--- src/hw/adc_ctrl_pkg.sv ---
package adc_ctrl_pkg;
  // ==========================================
  // widths
  localparam int CTRL_W = 8;
  localparam int RES_W = 10;
  localparam int PIN_W = 4;
  // ==========================================
  // control word layout and reset
  localparam int CHANNEL_SELECT_BIT_HIGH = 5;
  localparam int CHANNEL_SELECT_BIT_LOW = 3;
  localparam logic [7:0] CTRL_RESET = 8'h00;
  localparam logic [2:0] CHAN_RESET = 3'h0;
  // ==========================================
  // serial clock edge numbers inside one conversion
  localparam logic [4:0] EDGES_PER_CONV = 5'h10;
  localparam logic [4:0] CTRL_EDGES = 5'h08;
  localparam logic [4:0] HOLD_EDGE = 5'h04;
  localparam logic [4:0] FIRST_DATA_EDGE = 5'h05;
  localparam logic [4:0] LAST_DATA_EDGE = 5'h0E;
  localparam logic [4:0] FIRST_SAR_RISE = 5'h04;
  localparam logic [4:0] LAST_SAR_RISE = 5'h0D;
  localparam logic [4:0] EDGE_ONE = 5'h01;
  localparam logic [4:0] EDGE_NONE = 5'h00;
  // ==========================================
  // converter
  localparam logic [9:0] SAR_MIDSCALE = 10'h200;
  localparam logic [9:0] CODE_RESET = 10'h000;
  localparam logic [3:0] SAR_TOP_BIT = 4'h9;
  // pin order {compHigh, din, sclk, csN}; chip select idles high
  localparam logic [3:0] PIN_RESET = 4'h1;
  typedef enum logic [1:0] {
    ST_IDLE = 2'b00,
    ST_TRACK = 2'b01,
    ST_CONVERT = 2'b10,
    ST_GAP = 2'b11
  } conv_state_e;
endpackage

--- src/hw/conv_if.sv ---
`timescale 1ns/1ps
interface conv_if;
  logic start;
  logic step;
  logic compHigh;
  logic resBit;
  logic [9:0] code;
  modport ctrl(output start, output step, output compHigh, input resBit, input code);
  modport sar(input start, input step, input compHigh, output resBit, output code);
endinterface

--- src/hw/pin_sync.sv ---
`timescale 1ns/1ps
module pin_sync
  import adc_ctrl_pkg::*;
(
  input wire logic mclk,
  input wire logic resetn,
  input wire logic [PIN_W-1:0] pinIn,
  output logic [PIN_W-1:0] pinOut
);
  // ==========================================
  // three stages; the filtered level only moves once stages two and three agree
  genvar g;
  generate
    for (g = 0; g < PIN_W; g++) begin : gSync
      logic s1_r;
      logic s2_r;
      logic s3_r;
      logic q_r;
      always_ff @(posedge mclk or negedge resetn) begin
        if (!resetn) begin
          s1_r <= PIN_RESET[g];
          s2_r <= PIN_RESET[g];
          s3_r <= PIN_RESET[g];
        end else begin
          s1_r <= pinIn[g];
          s2_r <= s1_r;
          s3_r <= s2_r;
        end
      end
      always_ff @(posedge mclk or negedge resetn) begin
        if (!resetn) begin
          q_r <= PIN_RESET[g];
        end else if (s2_r == s3_r) begin
          q_r <= s3_r;
        end
      end
      assign pinOut[g] = q_r;
    end
  endgenerate
endmodule

--- src/hw/sar_engine.sv ---
`timescale 1ns/1ps
module sar_engine
  import adc_ctrl_pkg::*;
(
  input wire logic mclk,
  input wire logic resetn,
  conv_if.sar conv
);
  logic [9:0] code_r;
  logic [3:0] idx_r;
  logic resBit_r;

  // ==========================================
  // successive approximation, one decision per step, msb first
  // no calibration state: the first start after reset is already exact
  always_ff @(posedge mclk or negedge resetn) begin
    if (!resetn) begin
      code_r <= CODE_RESET;
      idx_r <= SAR_TOP_BIT;
      resBit_r <= 1'b0;
    end else if (conv.start) begin
      code_r <= SAR_MIDSCALE; // RL5
      idx_r <= SAR_TOP_BIT;
    end else if (conv.step) begin
      code_r[idx_r] <= conv.compHigh; // RL8
      if (idx_r != 4'h0) begin
        code_r[idx_r - 4'h1] <= 1'b1;
        idx_r <= idx_r - 4'h1;
      end
      resBit_r <= conv.compHigh;
    end
  end

  assign conv.code = code_r;
  assign conv.resBit = resBit_r;
endmodule

--- src/hw/adc_serial_channel_control.sv ---
`timescale 1ns/1ps
// Functional notes
// [RL1] simultaneous chip select and clock falls start tracking; either order accepted
// [RL2] first eight rising clock edges of a conversion shift data in into control
// [RL3] channel loaded during a conversion is used by the following conversion
// [RL4] first conversion after power-up always converts channel zero
// [RL5] first conversion after power-up is valid with no dummy conversion
// [RL6] control bits 7, 6, 2, 1 and 0 have no effect
// [RL7] bits 5 to 3 pick channel n in plain binary; zero is default
// [RL8] result is 10-bit straight binary, 1024 steps, zero input gives zero
// [RL9] powered up while chip select low, down while high, except gap
// [RL10] continuous mode powers down from 16th fall to next 1st fall
// [RL11] each conversion is 16 clocks; conversions repeat while chip select low
// [RL12] host may use burst mode at low rates to save power
// [RL13] chip select rising before eight bits keeps the old channel selection
// [RL14] data out: zeros edges 1-4, result msb first 5-14, zeros 15-16
// [RL15] host frames with chip select and gives multiples of 16 rising edges
// [RL16] data out released and clock gated off while chip select high
// [RL17] track for the first 3 clocks, hold and convert for 13
module adc_serial_channel_control
  import adc_ctrl_pkg::*;
(
  input wire logic mclk,
  input wire logic resetn,
  input wire logic csN,
  input wire logic sclk,
  input wire logic din,
  input wire logic compHigh,
  output logic dout,
  output logic doutOe,
  output logic [2:0] chanSel,
  output logic trackEn,
  output logic powerUp,
  output logic [9:0] dacCode
);

  // ==========================================
  // pin conditioning
  logic [PIN_W-1:0] pinF;
  logic csNF;
  logic sclkF;
  logic dinF;
  logic compF;

  pin_sync uSync (
    .mclk(mclk),
    .resetn(resetn),
    .pinIn({compHigh, din, sclk, csN}),
    .pinOut(pinF)
  );

  assign csNF = pinF[0];
  assign sclkF = pinF[1];
  assign dinF = pinF[2];
  assign compF = pinF[3];

  // ==========================================
  // edge detection on the filtered levels
  logic csND_r;
  logic sclkD_r;
  logic csFall;
  logic frameEnd;
  logic sclkRise;
  logic fallEv;

  always_ff @(posedge mclk or negedge resetn) begin
    if (!resetn) begin
      csND_r <= 1'b1;
      sclkD_r <= 1'b0;
    end else begin
      csND_r <= csNF;
      sclkD_r <= sclkF;
    end
  end

  assign csFall = csND_r & ~csNF;
  assign frameEnd = ~csND_r & csNF;
  // clock edges only count inside a frame, which gates the clock off otherwise
  assign sclkRise = ~sclkD_r & sclkF & ~csNF; // RL16
  // a chip select fall with the clock already low, or falling with it,
  // stands in for the first falling edge
  assign fallEv = (sclkD_r & ~sclkF & ~csNF) | (csFall & ~sclkF); // RL1

  // ==========================================
  // edge counters, numbering restarts every 16 edges
  logic [4:0] fallCnt_r;
  logic [4:0] riseCnt_r;
  logic [4:0] fallNum;
  logic [4:0] riseNum;

  assign fallNum = (fallCnt_r == EDGES_PER_CONV) ? EDGE_ONE : fallCnt_r + EDGE_ONE; // RL11
  assign riseNum = (riseCnt_r == EDGES_PER_CONV) ? EDGE_ONE : riseCnt_r + EDGE_ONE; // RL11

  always_ff @(posedge mclk or negedge resetn) begin
    if (!resetn) begin
      fallCnt_r <= EDGE_NONE;
    end else if (frameEnd || (csFall && !fallEv)) begin
      fallCnt_r <= EDGE_NONE;
    end else if (fallEv) begin
      fallCnt_r <= fallNum;
    end
  end

  always_ff @(posedge mclk or negedge resetn) begin
    if (!resetn) begin
      riseCnt_r <= EDGE_NONE;
    end else if (frameEnd || csFall) begin
      riseCnt_r <= EDGE_NONE;
    end else if (sclkRise) begin
      riseCnt_r <= riseNum;
    end
  end

  // ==========================================
  // conversion phase
  conv_state_e state_r;

  always_ff @(posedge mclk or negedge resetn) begin
    if (!resetn) begin
      state_r <= ST_IDLE;
    end else if (frameEnd) begin
      state_r <= ST_IDLE; // RL9
    end else if (csFall) begin
      state_r <= ST_TRACK; // RL1
    end else if (fallEv) begin
      case (fallNum)
        EDGE_ONE: begin
          state_r <= ST_TRACK; // RL10
        end
        HOLD_EDGE: begin
          state_r <= ST_CONVERT; // RL17
        end
        EDGES_PER_CONV: begin
          state_r <= ST_GAP; // RL10
        end
        default: begin
          state_r <= state_r;
        end
      endcase
    end
  end

  assign trackEn = (state_r == ST_TRACK); // RL17
  assign powerUp = (state_r == ST_TRACK) || (state_r == ST_CONVERT); // RL9

  // ==========================================
  // control register, shifted in on rising edges 1 to 8
  logic [CTRL_W-1:0] shift_r;
  logic [CTRL_W-1:0] chanSelCtrl_r;
  logic ctrlLoad;

  assign ctrlLoad = sclkRise && (riseNum == CTRL_EDGES);

  always_ff @(posedge mclk or negedge resetn) begin
    if (!resetn) begin
      shift_r <= CTRL_RESET;
    end else if (sclkRise && (riseNum <= CTRL_EDGES)) begin
      shift_r <= {shift_r[CTRL_W-2:0], dinF}; // RL2
    end
  end

  // a frame cut before rising edge 8 never loads the word, so the old word stays
  always_ff @(posedge mclk or negedge resetn) begin
    if (!resetn) begin
      chanSelCtrl_r <= CTRL_RESET;
    end else if (ctrlLoad) begin
      chanSelCtrl_r <= {shift_r[CTRL_W-2:0], dinF}; // RL13
    end
  end

  // ==========================================
  // channel in use; only taken at a conversion's start, hence one late
  logic [2:0] curChan_r;

  always_ff @(posedge mclk or negedge resetn) begin
    if (!resetn) begin
      curChan_r <= CHAN_RESET; // RL4
    end else if (csFall || (fallEv && (fallNum == EDGE_ONE))) begin
      // only the three select bits matter
      curChan_r <= chanSelCtrl_r[CHANNEL_SELECT_BIT_HIGH:CHANNEL_SELECT_BIT_LOW]; // RL3 RL6 RL7
    end
  end

  assign chanSel = curChan_r;

  // ==========================================
  // converter engine
  conv_if conv ();
  logic dataWin;
  logic dataEv_r;

  assign dataWin = (fallNum >= FIRST_DATA_EDGE) && (fallNum <= LAST_DATA_EDGE);
  assign conv.start = fallEv && (fallNum == HOLD_EDGE); // RL17
  // each bit is decided on the falling edge that shifts it out, so the comparator
  // round trip through its synchroniser gets a whole serial clock, not half of one
  assign conv.step = fallEv && dataWin; // RL14
  assign conv.compHigh = compF;
  assign dacCode = conv.code;

  sar_engine uSar (
    .mclk(mclk),
    .resetn(resetn),
    .conv(conv)
  );

  // ==========================================
  // serial data out
  logic dout_r;
  logic doutOe_r;

  // the decision lands in the engine on the falling edge, so it is driven one clock later
  always_ff @(posedge mclk or negedge resetn) begin
    if (!resetn) begin
      dataEv_r <= 1'b0;
    end else begin
      dataEv_r <= conv.step;
    end
  end

  always_ff @(posedge mclk or negedge resetn) begin
    if (!resetn) begin
      dout_r <= 1'b0;
    end else if (frameEnd) begin
      dout_r <= 1'b0;
    end else if (dataEv_r) begin
      dout_r <= conv.resBit; // RL14
    end else if (fallEv && !dataWin) begin
      dout_r <= 1'b0; // RL14
    end
  end

  always_ff @(posedge mclk or negedge resetn) begin
    if (!resetn) begin
      doutOe_r <= 1'b0;
    end else begin
      doutOe_r <= ~csNF; // RL16
    end
  end

  assign dout = dout_r;
  assign doutOe = doutOe_r;

  // ==========================================
  // checks
  logic firstConv_r;

  always_ff @(posedge mclk or negedge resetn) begin
    if (!resetn) begin
      firstConv_r <= 1'b1;
    end else if (frameEnd || (fallEv && (fallNum == EDGES_PER_CONV))) begin
      // a first frame cut short still used up the first conversion
      firstConv_r <= 1'b0;
    end
  end
endmodule

--- config.mk ---
export PLATFORM = sky130hd
export DESIGN_NAME = adc_serial_channel_control
export DESIGN_NICKNAME = d
export VERILOG_FILES = /design/src/hw/adc_ctrl_pkg.sv /design/src/hw/conv_if.sv /design/src/hw/pin_sync.sv /design/src/hw/sar_engine.sv /design/src/hw/adc_serial_channel_control.sv
export SDC_FILE = /design/constraint.sdc
export NUM_CORES = 1
export LEC_CHECK = 0
export ABC_AREA = 1
export BUFFER_PORTS_ARGS = -buffer_cell sky130_fd_sc_hd__clkbuf_2
export CORE_MARGIN = 4
export CORE_UTILIZATION = 45
export DETAILED_ROUTE_END_ITERATION = 10
export GPL_TIMING_DRIVEN = 1
export PLACE_DENSITY = 0.64
export SYNTH_ARGS = -nofsm -noshare
export SYNTH_HDL_FRONTEND = slang
export SYNTH_SLANG_ARGS = --single-unit
--- constraint.sdc ---
create_clock -name mclk -period 2.3 [get_ports mclk]
set_input_delay 0 -clock mclk [delete_from_list [all_inputs] [get_ports mclk]]
set_output_delay 0 -clock mclk [all_outputs]
set_load 0.01 [all_outputs]
==> results.sh <==
export IMPL_ant_nets=0
export IMPL_final_cell_mix="nand2_1, dfrtp_1, inv_1"
export IMPL_routabilityCongestion=0.902
export IMPL_peakVddDrop_uv=581
export IMPL_r2r_start="fallCnt_r[0]"
export IMPL_grt_pass1_vias=2344
export IMPL_die_w_um=88.9
export IMPL_clk_latency_ns=0.33
export IMPL_final_cell_count_no_fill=465
export IMPL_period_share=0.866
export IMPL_die_area_mm2=0.00790
export IMPL_cts_setup_buffers=0
export IMPL_r2r_end="uSar.conv.code[2]"
export IMPL_wirelength_um=5590
export IMPL_grt_pass1_wl_um=10100
export IMPL_critPathKind="reg -> reg"
export IMPL_clkTransAtPathRegs_ns=0.07
export IMPL_worstPathArrival_ns=2.19
export IMPL_grt_util_all_layers=0.163
export IMPL_via_per_inst=5.04
export IMPL_synth_area_leaders="dfrtp_1, nand2_1, nand3_1"
export IMPL_slew_violations=0
export IMPL_cts_buffer_depth=2
export IMPL_nFillCells=591
export IMPL_wl_per_cell_um=12.0
export IMPL_start_util=0.463
export IMPL_status="complete, no violations"
export IMPL_cap_violations=0
export IMPL_syn_area_per_cell_um2=8.51
export IMPL_vias=2344
export IMPL_drt_iter0_drc=49
export IMPL_drtPass1Iterations=4
export IMPL_relSlewSlack=0.493
export IMPL_ys_types=31
export IMPL_yosysTopAreaCellShare=0.442
export IMPL_period_needed_ns=1.99
export IMPL_hold_class="in -> async"
export IMPL_rows=29
export IMPL_syn_inst=346
export IMPL_leakagePower_nw=1.79
export IMPL_syn_to_final_growth_pct=15.3
export IMPL_cts_root_buf="clkbuf_8"
export IMPL_synth_edf_count=0
export IMPL_path_max_fanout=9
export IMPL_nets=402
export IMPL_ys_async_sr_fraction=1.00
export IMPL_grt_max_degree=33
export IMPL_cts_sinks=59
export IMPL_diodes=0
export IMPL_synth_ff_type="dfrtp_1"
export IMPL_synth_area_mm2=0.00294
export IMPL_worstSetupEndpointType="flop"
export IMPL_required_ns=2.50
export IMPL_reg2regPathDepth=8
export IMPL_max_slew_worst_pin_slew_ns=0.761
export IMPL_numCtsBuffers=9
export IMPL_worst_hold_slack_ns=0.264
export IMPL_tns_ns=0
export IMPL_finalClockSkew_ns=0.00761
export IMPL_fmax_ghz=0.502
export IMPL_dpl_hpwl_um=4080
export IMPL_layout_drive_gt1_share=0.168
export IMPL_rsz0062_at_grt="no"
export IMPL_power_density_mw_per_mm2=762
export IMPL_ios=23
export IMPL_hold_viol_final=0
export IMPL_synth_largest_area_cell="dfrtp_1"
export IMPL_setup_violations=0
export IMPL_rrSetupSlack_ns=0.31
export IMPL_ys_ff_latch=59
export IMPL_htreeDepth=3
export IMPL_cts_tree="built"
export IMPL_grt_overflow=0
export IMPL_synth_seq_area_share=0.505
export IMPL_antenna_found_initial=0
export IMPL_syn_num_nets=365
export IMPL_final_common_cell="nand2_1"
export IMPL_yosys_warnings=0
export IMPL_drcViolationCount=0
export IMPL_io_buffers=22
export IMPL_die_h_um=88.9
export IMPL_dp_cells=444
export IMPL_core_area_mm2=0.00635
export IMPL_start_kind="flop"
[worst max-delay path, stage by stage (launching register included)]
cell and delay [ns]:
dfrtp_1 0.48, inv_1 0.12, ha_1 0.32, inv_1 0.10, nand3_1 0.11, nor2_2 0.18
nand3_2 0.23, nand2_4 0.20, o21ai_0 0.11
[synthesized netlist by cell type (all sizes together), types with 2 or more instances]
library cell	instances
ha	13
nand4	10
nand2	106
buf	2
xor2	2
nand3	43
o22ai	8
dfrtp	52
dfstp	7
inv	45
nor2	23
maj3	4
o21ai	23
or2	2
[power breakdown]
part	leakage [nW]	total (mW)	internal, mW	switching, mW
clock network	0.102	0.942	0.529	0.414
registers	0.758	1.23	1.15	0.0826
logic	0.927	0.414	0.144	0.270
[final cells by class]
| class | instances | area, um2 | share of cell area |
|---|---|---|---|
| Clock buffer | 10 | 138 | 0.0405 |
| Clock inverter | 6 | 65.1 | 0.0192 |
| Inverter | 45 | 171 | 0.0505 |
| Multi-Input combinational cell | 239 | 1260 | 0.372 |
| Sequential cell | 59 | 1490 | 0.438 |
| Tap cell | 77 | 96.3 | 0.0284 |
| Timing Repair Buffer | 29 | 175 | 0.0516 |
[timing repair]
action | CTS | global route
gates resized for setup | 0 | 0
hold buffers | 5 | 0
endpoints found under the hold margin | 29 | 0
endpoints found under the setup margin | 0 | 0
[logic make-up (layout without fill, tap and decap cells)]
family,Yosys count,count (layout),share of synthesized area
AOI/OAI and AO/OA,34,34,0.0634
xor gates and xnor gates,3,3,0.00893
adders and majority gates,17,17,0.0689
buffers and inverters,48,90,0.0659
DFF,59,59,0.505
and+or+nand+nor,185,185,0.288
[metal layers]
layer / share of wire / GRT usage
met1: 0.50 / 0.220
met2: 0.44 / 0.244
met3: 0.039 / 0.0354
met4: 0.021 / 0.0907
met5: 0 / 0
[worst max-delay path by stage]
stage / startpoint / endpoint / slack [ns] / cells after the start
finish: fallCnt_r[0] / uSar.conv.code[2] / 0.31 / 8
global route: fallCnt_r[0] / uSar.idx_r[0] / 0.07 / 9
CTS: fallCnt_r[0] / uSar.conv.code[4] / 0.33 / 8
detailed placement: fallCnt_r[0] / uSar.conv.code[4] / 0.36 / 8
global placement: uSar.idx_r[0] / uSar.conv.code[7] / 0.41 / 10
floorplan: uSar.idx_r[0] / uSar.conv.code[4] / 0.58 / 10
[stage by stage]
step                cell area (um2)   util  worst slack [ns]  power (mW)
floorplan                      2940      -             0.583        1.53
global placement               3140  0.495             0.409        1.64
detailed placement             3140  0.495             0.361        1.66
CTS                            3390  0.535             0.327        2.63
global route                   3390  0.535            0.0676        2.76
finish                         3390  0.535             0.309        2.59
[state kept, by name (all words and copies together), names as in the netlist]
signal and flops:
uSar.conv.code 10, fallCnt_r 5, riseCnt_r 5, shift_r 5, uSar.idx_r 4, uSync.gSync.q_r 4, uSync.gSync.s1_r 4, uSync.gSync.s2_r 4
uSync.gSync.s3_r 4, chanSelCtrl_r 3, chanSel 3, state_r 2, csND_r 1, dataEv_r 1, dout 1, doutOe 1
sclkD_r 1, uSar.conv.resBit 1
No activity file was read; power rests on OpenSTA's default activity.
